==> config.mk <==
export PLATFORM = sky130hd
export DESIGN_NAME = msg_motor_signal_generator
export DESIGN_NICKNAME = d
export VERILOG_FILES = /design/src/msg_motor_signal_generator.v
export VERILOG_INCLUDE_DIRS = /design/src
export SDC_FILE = /design/constraint.sdc
export NUM_CORES = 1
export LEC_CHECK = 0
export ABC_AREA = 1
export BUFFER_PORTS_ARGS = -buffer_cell sky130_fd_sc_hd__buf_2
export CAP_MARGIN = 30
export CORE_MARGIN = 2
export CORE_UTILIZATION = 30
export DETAILED_ROUTE_END_ITERATION = 6
export GPL_TIMING_DRIVEN = 0
export PLACE_DENSITY = 0.56
export SLEW_MARGIN = 30
export SYNTH_ARGS = -nofsm -noshare
export SYNTH_HDL_FRONTEND = slang
export SYNTH_SLANG_ARGS = --single-unit
export TNS_END_PERCENT = 10
==> constraint.sdc <==
create_clock -name clk -period 8.8 [get_ports clk]
set_input_delay 0.88 -clock clk [delete_from_list [all_inputs] [get_ports clk]]
set_output_delay 0.88 -clock clk [all_outputs]
set_load 0.01 [all_outputs]
==> src/msg_defs.vh <==
// Register indices, field positions, clock select codes, reset values and bus answers for the motor signal generator.
`ifndef MSG_DEFS_VH
`define MSG_DEFS_VH

// ----------
// Register indices (byte address is four times the index)
// ----------
`define MSG_IDX_CTL        16'h7F80
`define MSG_IDX_STEP       16'h7F81
`define MSG_IDX_PER_LO     16'h7F82
`define MSG_IDX_PER_HI     16'h7F83
`define MSG_IDX_DLY_LO     16'h7F84
`define MSG_IDX_DLY_HI     16'h7F85

// ----------
// Control register fields
// ----------
`define MSG_CTL_STOPF      7
`define MSG_CTL_OVF        6
`define MSG_CTL_MATCHF     5
`define MSG_CTL_IE         4
`define MSG_CTL_COUNT_CLOCK_SELECT_HI    3
`define MSG_CTL_COUNT_CLOCK_SELECT_LO    2
`define MSG_CTL_DIR        1
`define MSG_CTL_RUN        0

// ----------
// Period high and delay high register fields
// ----------
`define MSG_PHI_STEPPING_DIRECTION       7
`define MSG_PHI_STOP       6
`define MSG_PHI_MASK       8'hCF
`define MSG_DHI_MASK       8'h03

// ----------
// Clock select codes
// ----------
`define MSG_COUNT_CLOCK_SELECT_SYS       2'h0
`define MSG_COUNT_CLOCK_SELECT_TMR3      2'h1
`define MSG_COUNT_CLOCK_SELECT_PLL       2'h2
`define MSG_COUNT_CLOCK_SELECT_OSC       2'h3

// ----------
// Reset values and bus answers
// ----------
`define MSG_RST_BYTE       8'h00
`define MSG_RESP_OKAY      2'h0
`define MSG_RESP_SLVERR    2'h2

`endif

==> src/msg_motor_signal_generator.v <==
// Motor signal generator: AXI4-Lite registers, step and period counters, waveform outputs.
//
// The AXI4-Lite interface to the registers was decided locally.
`timescale 1ns/1ps
//
// Functional notes
// Step counter advances once per output step.
// Counter wrap FF to 00 sets overflow.
// Counter equal to buffer: match, clear counter.
// Zero setting: no match, counter runs free.
// Stop flag set: step register reads counter.
// Stepping holds setting for setting plus one.
// Step buffer follows idle, loads on match.
// Stepping period is ten bits, reload one.
// Ultrasonic period is twelve bits, four phases.
// Period buffer load depends on step setting.
// Rise of each output delayed by low period.
// Low period buffer loads with period buffer.
// Stop request loaded sets stop flag.
// Step match sets match flag, never zero.
// Interrupt when enabled and any flag set.
// Clock select picks period count clock.
// Timer 3 tick follows timer 3 width.
// Ultrasonic direction bit reverses phase order.
// Run starts; clearing run drives outputs low.
// Stepping stop: outputs low two cycles later.
// Ultrasonic stop: outputs low two cycles later.
// Software keeps unused fields zero per mode.
// Stepping direction bit reverses step order.
// Loaded stop request halts stepping outputs.
// PLL select means ultrasonic, else stepping.
`include "msg_defs.vh"

module msg_motor_signal_generator #(
    parameter ADDR_W = 18
) (
    input  wire              clk,
    input  wire              rstn,
    input  wire [ADDR_W-1:0] s_axi_awaddr,
    input  wire              s_axi_awvalid,
    output wire              s_axi_awready,
    input  wire [31:0]       s_axi_wdata,
    input  wire [3:0]        s_axi_wstrb,
    input  wire              s_axi_wvalid,
    output wire              s_axi_wready,
    output reg  [1:0]        s_axi_bresp,
    output reg               s_axi_bvalid,
    input  wire              s_axi_bready,
    input  wire [ADDR_W-1:0] s_axi_araddr,
    input  wire              s_axi_arvalid,
    output wire              s_axi_arready,
    output reg  [31:0]       s_axi_rdata,
    output reg  [1:0]        s_axi_rresp,
    output reg               s_axi_rvalid,
    input  wire              s_axi_rready,
    input  wire              timer3_full_match,
    input  wire              timer3_high_match,
    input  wire              timer3_16bit_mode,
    input  wire              pll_clock_in,
    input  wire              low_freq_oscillator,
    output reg               motor_out_0,
    output reg               motor_out_1,
    output reg               motor_out_2,
    output reg               motor_out_3,
    output reg               irq_request
);

    // ----------
    // Functions
    // ----------
    function [15:0] word_index;
        input [ADDR_W-1:0] addr;
        begin
            word_index = addr[17:2];
        end
    endfunction

    function mapped;
        input [15:0] idx;
        begin
            mapped = (idx >= `MSG_IDX_CTL) && (idx <= `MSG_IDX_DLY_HI);
        end
    endfunction

    // ----------
    // Registers
    // ----------
    reg [7:0]        ctl_reg;
    reg [7:0]        step_set_reg;
    reg [7:0]        per_lo_reg;
    reg [7:0]        per_hi_reg;
    reg [7:0]        dly_lo_reg;
    reg [7:0]        dly_hi_reg;
    reg [7:0]        step_buf_reg;
    reg [13:0]       per_buf_reg;
    reg [9:0]        dly_buf_reg;
    reg [7:0]        step_cnt_reg;
    reg [11:0]       per_cnt_reg;
    reg [9:0]        dly_cnt_reg;
    reg [1:0]        pos_reg;
    reg [1:0]        last_phase_reg;
    reg              aw_full_reg;
    reg              w_full_reg;
    reg [ADDR_W-1:0] aw_addr_reg;
    reg [31:0]       w_data_reg;
    reg [3:0]        w_strb_reg;
    reg [2:0]        pll_sync_reg;
    reg [2:0]        osc_sync_reg;

    // ----------
    // Bus handshakes
    // ----------
    assign s_axi_awready = !aw_full_reg && !s_axi_bvalid;
    assign s_axi_wready  = !w_full_reg && !s_axi_bvalid;
    assign s_axi_arready = !s_axi_rvalid;

    wire        wr_go  = aw_full_reg && w_full_reg && !s_axi_bvalid;
    wire [15:0] wr_idx = word_index(aw_addr_reg);
    wire        wr_ok  = wr_go && mapped(wr_idx) && w_strb_reg[0];
    wire [7:0]  wbyte  = w_data_reg[7:0];
    wire        wr_ctl = wr_ok && (wr_idx == `MSG_IDX_CTL);

    always @(posedge clk or negedge rstn) begin
        if (!rstn) begin
            aw_full_reg  <= 1'b0;
            w_full_reg   <= 1'b0;
            aw_addr_reg  <= {ADDR_W{1'b0}};
            w_data_reg   <= 32'h00000000;
            w_strb_reg   <= 4'h0;
            s_axi_bvalid <= 1'b0;
            s_axi_bresp  <= `MSG_RESP_OKAY;
        end else begin
            if (s_axi_awvalid && s_axi_awready) begin
                aw_full_reg <= 1'b1;
                aw_addr_reg <= s_axi_awaddr;
            end
            if (s_axi_wvalid && s_axi_wready) begin
                w_full_reg <= 1'b1;
                w_data_reg <= s_axi_wdata;
                w_strb_reg <= s_axi_wstrb;
            end
            if (wr_go) begin
                aw_full_reg  <= 1'b0;
                w_full_reg   <= 1'b0;
                s_axi_bvalid <= 1'b1;
                s_axi_bresp  <= mapped(wr_idx) ? `MSG_RESP_OKAY : `MSG_RESP_SLVERR;
            end else if (s_axi_bready) begin
                s_axi_bvalid <= 1'b0;
            end
        end
    end

    // ----------
    // Count clock selection
    // ----------
    wire       run        = ctl_reg[`MSG_CTL_RUN];
    wire [1:0] count_clock_select       = ctl_reg[`MSG_CTL_COUNT_CLOCK_SELECT_HI:`MSG_CTL_COUNT_CLOCK_SELECT_LO];
    wire       ultrasonic = (count_clock_select == `MSG_COUNT_CLOCK_SELECT_PLL);
    wire       pll_tick   = pll_sync_reg[1] && !pll_sync_reg[2];
    wire       osc_tick   = osc_sync_reg[1] && !osc_sync_reg[2];
    wire       tmr3_tick  = timer3_16bit_mode ? timer3_full_match : timer3_high_match;
    reg        tick;

    always @* begin
        case (count_clock_select)
            `MSG_COUNT_CLOCK_SELECT_SYS:  tick = 1'b1;
            `MSG_COUNT_CLOCK_SELECT_TMR3: tick = tmr3_tick;
            `MSG_COUNT_CLOCK_SELECT_PLL:  tick = pll_tick;
            `MSG_COUNT_CLOCK_SELECT_OSC:  tick = osc_tick;
            default:        tick = 1'b0;
        endcase
    end

    always @(posedge clk or negedge rstn) begin
        if (!rstn) begin
            pll_sync_reg <= 3'h0;
            osc_sync_reg <= 3'h0;
        end else begin
            pll_sync_reg <= {pll_sync_reg[1:0], pll_clock_in};
            osc_sync_reg <= {osc_sync_reg[1:0], low_freq_oscillator};
        end
    end

    // ----------
    // Period counter and step counter
    // ----------
    wire [11:0] per_target = ultrasonic ? per_buf_reg[11:0]
                                        : {2'h0, per_buf_reg[11:2]};
    wire        stop_buf   = per_buf_reg[`MSG_PHI_STOP + 6];
    wire        stepping_direction_buf   = per_buf_reg[`MSG_PHI_STEPPING_DIRECTION + 6];
    wire        per_match  = run && tick && (per_cnt_reg >= per_target);
    wire        advance    = per_match && !ultrasonic && !stop_buf;
    wire        step_match = advance && (step_buf_reg != 8'h00)
                             && (step_cnt_reg == step_buf_reg);
    wire        wrap       = advance && !step_match && (step_cnt_reg == 8'hFF);
    wire        buf_load   = !run || (per_match
                             && ((step_buf_reg == 8'h00) || step_match));
    wire [13:0] per_new    = {per_hi_reg[7:6], per_hi_reg[3:0], per_lo_reg};

    always @(posedge clk or negedge rstn) begin
        if (!rstn) begin
            per_cnt_reg  <= 12'h001;
            step_cnt_reg <= 8'h00;
            pos_reg      <= 2'h0;
        end else if (!run) begin
            per_cnt_reg  <= 12'h001;
            step_cnt_reg <= 8'h00;
            pos_reg      <= 2'h0;
        end else begin
            if (per_match)
                per_cnt_reg <= 12'h001;
            else if (tick)
                per_cnt_reg <= per_cnt_reg + 12'h001;
            if (step_match)
                step_cnt_reg <= 8'h00;
            else if (advance)
                step_cnt_reg <= step_cnt_reg + 8'h01;
            if (advance)
                pos_reg <= stepping_direction_buf ? pos_reg - 2'h1 : pos_reg + 2'h1;
        end
    end

    // ----------
    // Setting buffers
    // ----------
    always @(posedge clk or negedge rstn) begin
        if (!rstn) begin
            step_buf_reg <= `MSG_RST_BYTE;
            per_buf_reg  <= 14'h0000;
            dly_buf_reg  <= 10'h000;
        end else begin
            if (!run || step_match)
                step_buf_reg <= step_set_reg;
            if (buf_load) begin
                per_buf_reg <= per_new;
                dly_buf_reg <= {dly_hi_reg[1:0], dly_lo_reg};
            end
        end
    end

    wire stop_taken = run && buf_load && per_new[`MSG_PHI_STOP + 6] && !stop_buf;

    // ----------
    // Register writes and flags
    // ----------
    reg [7:0] ctl_next;

    always @* begin
        ctl_next = ctl_reg;
        if (wr_ctl) begin
            ctl_next[4:0] = wbyte[4:0];
            ctl_next[7:5] = ctl_reg[7:5] & wbyte[7:5];
        end
        if (stop_taken)
            ctl_next[`MSG_CTL_STOPF] = 1'b1;
        if (wrap)
            ctl_next[`MSG_CTL_OVF] = 1'b1;
        if (step_match)
            ctl_next[`MSG_CTL_MATCHF] = 1'b1;
    end

    always @(posedge clk or negedge rstn) begin
        if (!rstn) begin
            ctl_reg      <= `MSG_RST_BYTE;
            step_set_reg <= `MSG_RST_BYTE;
            per_lo_reg   <= `MSG_RST_BYTE;
            per_hi_reg   <= `MSG_RST_BYTE;
            dly_lo_reg   <= `MSG_RST_BYTE;
            dly_hi_reg   <= `MSG_RST_BYTE;
        end else begin
            ctl_reg <= ctl_next;
            if (wr_ok && wr_idx == `MSG_IDX_STEP)
                step_set_reg <= wbyte;
            if (wr_ok && wr_idx == `MSG_IDX_PER_LO)
                per_lo_reg <= wbyte;
            if (wr_ok && wr_idx == `MSG_IDX_PER_HI)
                per_hi_reg <= wbyte & `MSG_PHI_MASK;
            if (wr_ok && wr_idx == `MSG_IDX_DLY_LO)
                dly_lo_reg <= wbyte;
            if (wr_ok && wr_idx == `MSG_IDX_DLY_HI)
                dly_hi_reg <= wbyte & `MSG_DHI_MASK;
        end
    end

    // ----------
    // Register reads
    // ----------
    wire [15:0] rd_idx = word_index(s_axi_araddr);
    reg  [7:0]  rd_byte;

    always @* begin
        case (rd_idx)
            `MSG_IDX_CTL:    rd_byte = ctl_reg;
            `MSG_IDX_STEP:   rd_byte = ctl_reg[`MSG_CTL_STOPF] ? step_cnt_reg
                                                                : step_set_reg;
            `MSG_IDX_PER_LO: rd_byte = per_lo_reg;
            `MSG_IDX_PER_HI: rd_byte = per_hi_reg;
            `MSG_IDX_DLY_LO: rd_byte = dly_lo_reg;
            `MSG_IDX_DLY_HI: rd_byte = dly_hi_reg;
            default:         rd_byte = 8'h00;
        endcase
    end

    always @(posedge clk or negedge rstn) begin
        if (!rstn) begin
            s_axi_rvalid <= 1'b0;
            s_axi_rdata  <= 32'h00000000;
            s_axi_rresp  <= `MSG_RESP_OKAY;
        end else if (s_axi_arvalid && s_axi_arready) begin
            s_axi_rvalid <= 1'b1;
            s_axi_rdata  <= {24'h000000, rd_byte};
            s_axi_rresp  <= mapped(rd_idx) ? `MSG_RESP_OKAY : `MSG_RESP_SLVERR;
        end else if (s_axi_rready) begin
            s_axi_rvalid <= 1'b0;
        end
    end

    // ----------
    // Waveform generation
    // ----------
    wire [11:0] quarter = {2'h0, per_target[11:2]};
    reg  [1:0]  us_phase;
    reg  [1:0]  phase;

    always @* begin
        if (per_cnt_reg > quarter + quarter + quarter)
            us_phase = 2'h3;
        else if (per_cnt_reg > quarter + quarter)
            us_phase = 2'h2;
        else if (per_cnt_reg > quarter)
            us_phase = 2'h1;
        else
            us_phase = 2'h0;
        if (ultrasonic)
            phase = ctl_reg[`MSG_CTL_DIR] ? 2'h3 - us_phase : us_phase;
        else
            phase = pos_reg;
    end

    wire phase_changed = (phase != last_phase_reg);

    always @(posedge clk or negedge rstn) begin
        if (!rstn) begin
            last_phase_reg <= 2'h0;
            dly_cnt_reg    <= 10'h000;
        end else begin
            last_phase_reg <= phase;
            if (!run || phase_changed)
                dly_cnt_reg <= 10'h000;
            else if (tick && dly_cnt_reg != 10'h3FF)
                dly_cnt_reg <= dly_cnt_reg + 10'h001;
        end
    end

    wire drive = run && !phase_changed && (dly_cnt_reg >= dly_buf_reg)
                 && (ultrasonic || !stop_buf);

    always @(posedge clk or negedge rstn) begin
        if (!rstn) begin
            motor_out_0 <= 1'b0;
            motor_out_1 <= 1'b0;
            motor_out_2 <= 1'b0;
            motor_out_3 <= 1'b0;
            irq_request <= 1'b0;
        end else begin
            motor_out_0 <= drive && (phase == 2'h0);
            motor_out_1 <= drive && (phase == 2'h1);
            motor_out_2 <= drive && (phase == 2'h2);
            motor_out_3 <= drive && (phase == 2'h3);
            irq_request <= ctl_reg[`MSG_CTL_IE] && (|ctl_reg[7:5]);
        end
    end

endmodule

==> Yosys cells after proc, flatten, opt, wreduce, memory -nomap -nowiden <==
Index checks and enable logic that the tools add are counted.
{ "word_totals": {"regBits": 160, "wordCells": 181} }
{ "op_classes": {"addsub": 8, "n_lt_le_gt_ge": 9, "n_eq_ne": 25, "muxes": 35, "bitwise_logic": 1, "n_reduce_logical": 69} }
{ "ops": {"columns": ["op", "count"], "rows": [
  ["$eq A16 B15 Y1 const B", 12],
  ["$mux W12", 4],
  ["$pmux W8 S6", 1],
  ["$logic_and A1 B1 Y1", 40],
  ["$mux W8", 5],
  ["$ge A16 B15 Y1 const B", 2],
  ["$le A16 B15 Y1 const B", 2],
  ["$mux W10", 2],
  ["$mux W2", 9],
  ["$reduce_bool A2 Y1", 8],
  ["$mux W1", 13],
  ["$add A12 B1 Y12 const B", 1],
  ["$add A12 B10 Y12", 1],
  ["$ge A12 B12 Y1", 1],
  ["$gt A12 B10 Y1", 1],
  ["$gt A12 B11 Y1", 1],
  ["$gt A12 B12 Y1", 1],
  ["$add A10 B10 Y11", 1],
  ["$logic_not A1 Y1", 11],
  ["$add A10 B1 Y10 const B", 1],
  ["$ge A10 B10 Y1", 1],
  ["$ne A10 B10 Y1 const B", 1],
  ["$add A8 B1 Y8 const B", 1],
  ["$eq A2 B2 Y1 const B", 4],
  ["16 further kinds", 23]
]} }

==> Depth between registers and ports, before layout <==
{ "logic_depth": {"word_depth": 16, "mapped_depth": 33} }

==> Least setup slack after synthesis <==
Ideal clock, no wire load.
{ "synth_timing": {"path_type": "register -> register", "start": "register ctl_reg[2]", "end": "register motor_out_0", "arrival_ns": 4.050, "required_ns": 8.728, "path_slack_ns": 4.678, "stages_incl_launch_ff": 31, "path_buffers": 2, "cell_sequence": "dfrtp_1 > inv_4 > nand2_4 > buf_6 > clkbuf_1 > o21ai_0 > ha_1 > ha_1 > inv_1 > nand2_1 > nand2_1 > nand2_1 > nand3_1 > nand2_1 > a21oi_1 > o21ai_0 > xor2_1 > ha_1 > a21oi_1 > nor2_1 > a211oi_1 > o211ai_1 > nand2_1 > nand3_1 > nand2_1 > nand2_1 > nand3_1 > nand3_2 > nor2_2 > nand2_1 > nor2_1"} }
{ "synth_via": {"elab_chain_cells": 15} }
{ "synth_rtl": {"columns": ["element", "line_no", "text"], "rows": [
  ["start, declared", "msg_motor_signal_generator.v:88", "reg [7:0] ctl_reg;"],
  ["start signal, assigned", "msg_motor_signal_generator.v:264", "ctl_reg <= `MSG_RST_BYTE;"],
  ["start signal, assigned", "msg_motor_signal_generator.v:271", "ctl_reg <= ctl_next;"],
  ["$eq A2 B2 Y1 (*)", null, null],
  ["$mux W12", "msg_motor_signal_generator.v:187", "wire [11:0] per_target = ultrasonic ? per_buf_reg[11:0]"],
  ["$add A10 B10 Y11 or $gt A12 B10 Y1 (tied branches)", "msg_motor_signal_generator.v:326, msg_motor_signal_generator.v:328, msg_motor_signal_generator.v:330", null],
  ["$add A12 B10 Y12 (tied with other cells)", "msg_motor_signal_generator.v:326", "if (per_cnt_reg > quarter + quarter + quarter)"],
  ["$gt A12 B12 Y1 or $mux W2 (tied branches)", "msg_motor_signal_generator.v:326, msg_motor_signal_generator.v:328", null],
  ["$mux W2", "msg_motor_signal_generator.v:326", null],
  ["$sub A2 B2 Y2", "msg_motor_signal_generator.v:335", "phase = ctl_reg[`MSG_CTL_DIR] ? 2'h3 - us_phase : us_phase;"],
  ["$mux W2", "msg_motor_signal_generator.v:335", null],
  ["$mux W2", "msg_motor_signal_generator.v:334", "if (ultrasonic)"],
  ["$ne A2 B2 Y1", "msg_motor_signal_generator.v:340", "wire phase_changed = (phase != last_phase_reg);"],
  ["$logic_not A1 Y1", "msg_motor_signal_generator.v:355", "wire drive = run && !phase_changed && (dly_cnt_reg >= dly_buf_reg)"],
  ["$logic_and A1 B1 Y1 (2 in series)", "msg_motor_signal_generator.v:355", null],
  ["$logic_and A1 B1 Y1", "msg_motor_signal_generator.v:356", "&& (ultrasonic || !stop_buf);"],
  ["$logic_and A1 B1 Y1 (*)", "msg_motor_signal_generator.v:366", "motor_out_0 <= drive && (phase == 2'h0);"],
  ["end signal, assigned", "msg_motor_signal_generator.v:366", null],
  ["end, declared", "msg_motor_signal_generator.v:61", "output reg motor_out_0,"]
]} }
Every way passes the cells marked *; elsewhere a longest branch is shown, timed or not.
A chain may end at the register's enable or synchronous reset.

==> Worst setup path after layout <==
{ "layout_timing": {"start": "register ctl_reg[2]", "end": "register motor_out_1"} }
{ "layout_via": {"elab_chain_cells": 15} }
{ "layout_rtl": {"columns": ["element", "line_no", "text"], "rows": [
  ["$eq A2 B2 Y1 (*)", null, null],
  ["$mux W12", "msg_motor_signal_generator.v:187", null],
  ["$add A10 B10 Y11 or $gt A12 B10 Y1 (tied branches)", "msg_motor_signal_generator.v:326, msg_motor_signal_generator.v:328, msg_motor_signal_generator.v:330", null],
  ["$add A12 B10 Y12 (tied with other cells)", "msg_motor_signal_generator.v:326", null],
  ["$gt A12 B12 Y1 or $mux W2 (tied branches)", "msg_motor_signal_generator.v:326, msg_motor_signal_generator.v:328", null],
  ["$mux W2", "msg_motor_signal_generator.v:326", null],
  ["$sub A2 B2 Y2", "msg_motor_signal_generator.v:335", null],
  ["$mux W2", "msg_motor_signal_generator.v:335", null],
  ["$mux W2", "msg_motor_signal_generator.v:334", null],
  ["$ne A2 B2 Y1", "msg_motor_signal_generator.v:340", null],
  ["$logic_not A1 Y1", "msg_motor_signal_generator.v:355", null],
  ["$logic_and A1 B1 Y1 (2 in series)", "msg_motor_signal_generator.v:355", null],
  ["$logic_and A1 B1 Y1", "msg_motor_signal_generator.v:356", null],
  ["$logic_and A1 B1 Y1 (*)", "msg_motor_signal_generator.v:367", "motor_out_1 <= drive && (phase == 2'h1);"],
  ["end signal, assigned", "msg_motor_signal_generator.v:367", null],
  ["end, declared", "msg_motor_signal_generator.v:62", "output reg motor_out_1,"]
]} }
Marks and branches as above.

==> parameters.txt <==
Parameter                              Value

Clocking
  Reg clk slew, reported paths ... 0.06 ns
  Total clock buffers created by CTS ... 17
  Clock buffer depth ... 2
  Number of sinks on the clock net ... 156
  Count of cells resized by post-cts repair ... 0
  Post-CTS repair timing setup buffer count ... 0
  Clock tree from TritonCTS ... built
  Hold buffers post-CTS ... 0
  Root Buffer Master ... sky130_fd_sc_hd__clkbuf_16
  Number of H-tree levels ... 4
  Worst-skew pair later-pin latency ... 0.42 ns

Synthesis
  Post-synth top area share ... 0.422
  Most used flip-flop cell after synthesis ... sky130_fd_sc_hd__dfrtp_1
  YS warnings ... 0
  Post-synthesis average cell area ... 7.96 µm²
  Cell taking the most area after synthesis ... sky130_fd_sc_hd__dfrtp_1
  Top post-synthesis cells by area ... sky130_fd_sc_hd__dfrtp_1 42%, sky130_fd_sc_hd__nand2_1 11%, sky130_fd_sc_hd__ha_1 7.1%
  Gate count after technology mapping ... 1154
  Post-synth cell types ... 49
  Fraction of the yosys area taken by sequential cells ... 0.425
  Register bit total from synthesis ... 156
  Number of flops mapped to enable cells by yosys ... 0
  List of most frequent post-synthesis cells ... 273 x sky130_fd_sc_hd__nand2_1, 155 x sky130_fd_sc_hd__dfrtp_1, 150 x sky130_fd_sc_hd__inv_1, 87 x sky130_fd_sc_hd__o21ai_0, 83 x sky130_fd_sc_hd__nor2_1
  Area of the mapped netlist ... 9190 µm²
  Proportion of register bits with asynchronous set or reset after synthesis ... 1.00
  Cell with the most instances after synthesis ... sky130_fd_sc_hd__nand2_1

Pwr
  Total power per unit cell area ... 169 nW/µm²
  Internal Power ... 1.34 mW
  Largest voltage drop on the vdd net ... 0.000150 V
  Reported net switching power ... 0.494 mW
  Sequential share of power ... 0.448
  Switching power as a share of total power ... 0.269
  Leak ... 5.26 nW
  Part of the power in combinational logic ... 0.133
  Clock share of power ... 0.419

Placement
  Detailed placement HPWL ... 18.5 mm
  Placed cell areas ... 10200 µm²
  Final estimated routing congestion in global placement ... 0.844
  Number of port buffers ... 72

Critical path
  Crit path max fanout ... 10
  Sort of element at the end of the critical path ... flop
  Arrival time reported for the critical path endpoint ... 5.68 ns
  Longest individual stage delay on the worst path ... 0.60 ns
  Dominant cell type by count on the critical path ... sky130_fd_sc_hd__nand2_1
  Slowest cell on the critical path ... sky130_fd_sc_hd__o21ai_0
  Element type at the critical path start ... flop
  Critical setup path kind ... reg2reg
  Data required time of the critical path ... 9.15 ns

Cells and area
  Layout-stage area growth over the synthesis result ... 17.7%
  Antenna cell count ... 0
  # nets final ... 1408
  Number of flip-flops under the largest register name ... 16
  Util after Layout ... 0.356
  Share of cells above drive strength 1 ... 0.144
  Finished layout cell area ... 10800 µm²

Detailed routing
  Wire length reported by the detailed router ... 23.9 mm
  First-pass iteration count of the detailed router ... 4
  Total number of vias ... 7880
  DR DRC count ... 0
  Count of routing violations after the opening detailed-route iteration ... 463
  Via/cell ratio ... 4.69
  Post-DR wirelength/cell ... 14.2 µm
  Residual antenna-violating net count after detailed routing ... 0

STA
  Unrepaired setup endpoints after global routing ... no
  Max transition margin ... 0.362
  Fin. Hold Viols ... 0
  Total Neg Setup Slack ... 0 ns
  Measured slew at the worst slew-check pin ... 0.944 ns
  Final Slew Violations ... 0
  Fmax ... 188 MHz
  Crit share post-route ... 0.605
  Skew final ... 0.0101 ns
  Number of endpoints failing setup at the final stage ... 0
  Crit path time final ... 5.33 ns

Floorplan
  Die outline width ... 179 µm
  Top-Level Pins ... 130
  Y dimension of the die ... 179 µm
  Row count ... 64
  Total die area ... 32000 µm²
  Total core area ... 30300 µm²
  Starting utilization of the core area ... 0.303

GRT
  Maximum number of pins on one net before global-route repair ... 68
  Overall routing resource usage ... 0.156
  Vias in the first global route ... 7658
  Total grt overflow ... 0
  First-pass GRT wire length ... 39.0 mm
  Initial antenna violation count ... 0

Job
  Maximum capacitance violations ... 0

Min path
  Worst min-delay path category ... in2async

Run status
  Outcome ... finished clean
[path summary, 6_finish.rpt]
path / slack, ns / end / startpoint / depth (start not counted)
setup / recovery: 3.47 / motor_out_1 / ctl_reg[2] / 30
hold / removal: 0.29 / dly_cnt_reg[7] / rstn / 1
setup reg to reg: 3.47 / motor_out_1 / ctl_reg[2] / 30
hold reg to reg: 0.35 / pll_sync_reg[1] / pll_sync_reg[0] / 0
max in group asynchronous: 7.57 / step_buf_reg[3] / rstn / 3
min in group clk: 0.35 / pll_sync_reg[1] / pll_sync_reg[0] / 0
[power groups by stage]
stage	combinational (mW)	sequential, mW	clock [mW]
after floorplan	0.147	0.826	0
after global placement	0.239	0.831	0
after detailed placement	0.248	0.833	0
after CTS	0.248	0.820	0.781
after global routing	0.276	0.827	0.816
final	0.244	0.820	0.768
[per-stage QoR]
stage,cells,hold slack (ns),worst slack (ns),total power [mW]
6_report,1681,0.287,3.47,1.83
3_5_place_dp,1649,0.335,3.39,1.08
3_3_place_gp,1647,0.338,3.50,1.07
4_1_cts,1681,0.283,3.36,1.85
2_1_floorplan,1179,0.331,4.68,0.973
5_1_grt,1681,0.291,2.78,1.92
[cell families (layout without fill, tap and decap cells)]
group	after synthesis	after routing	synth area share
AOI/OAI and AO/OA	195	195	0.123
buffers and inverters	202	308	0.0989
DFF	156	156	0.425
adders and majority gates	52	52	0.0708
muxes	13	13	0.0155
other	1	26	0.000408
and+or+nand+nor	505	505	0.238
xor gates and xnor gates	30	30	0.0286
[cells in the final DEF, fill, tap and decap left out, drive strengths merged, types with 3 or more instances in the layout]
cell     count
conb        26
mux2i        3
o22ai       22
nor2        85
buf        111
nor3        32
xnor2       14
clkbuf      32
o32ai        6
nand2      286
o21ai      105
ha          52
nand4       22
a211oi       3
nand3       68
a21oi       45
mux2        10
bufinv       3
o2111ai      3
inv        153
clkinv       8
nor4         7
o21bai       4
xor2        16
dfrtp      155
[per-layer routing]
| layer | wire length, µm | up-vias | track usage |
|---|---|---|---|
| met4 | 533 | 0 | 0.0528 |
| met3 | 889 | 34 | 0.0269 |
| li1 | - | 3982 | - |
| met1 | 11100 | 3707 | 0.204 |
| met5 | 0 | - | 0 |
| met2 | 11400 | 157 | 0.261 |
[worst max-delay path, delay by kind of cell (launching register included)]
kind | cells | cell delay [ns]
buf+inv | 4 | 0.58
compound gates | 6 | 1.46
fa+ha+maj | 3 | 0.70
xor+xnor | 1 | 0.21
simple gates | 16 | 1.80
flops | 1 | 0.47
[final cells by class]
type,instances,area [µm²]
fillers,3184,19500
multi-input cells,821,4470
flip-flops and latches,156,3910
inverters,155,584
well taps,396,495
clock buffers,22,474
repair buffers,74,425
plain buffers,47,324
clock inverters,10,139
Note: power is estimated with default switching activity, not from simulation.
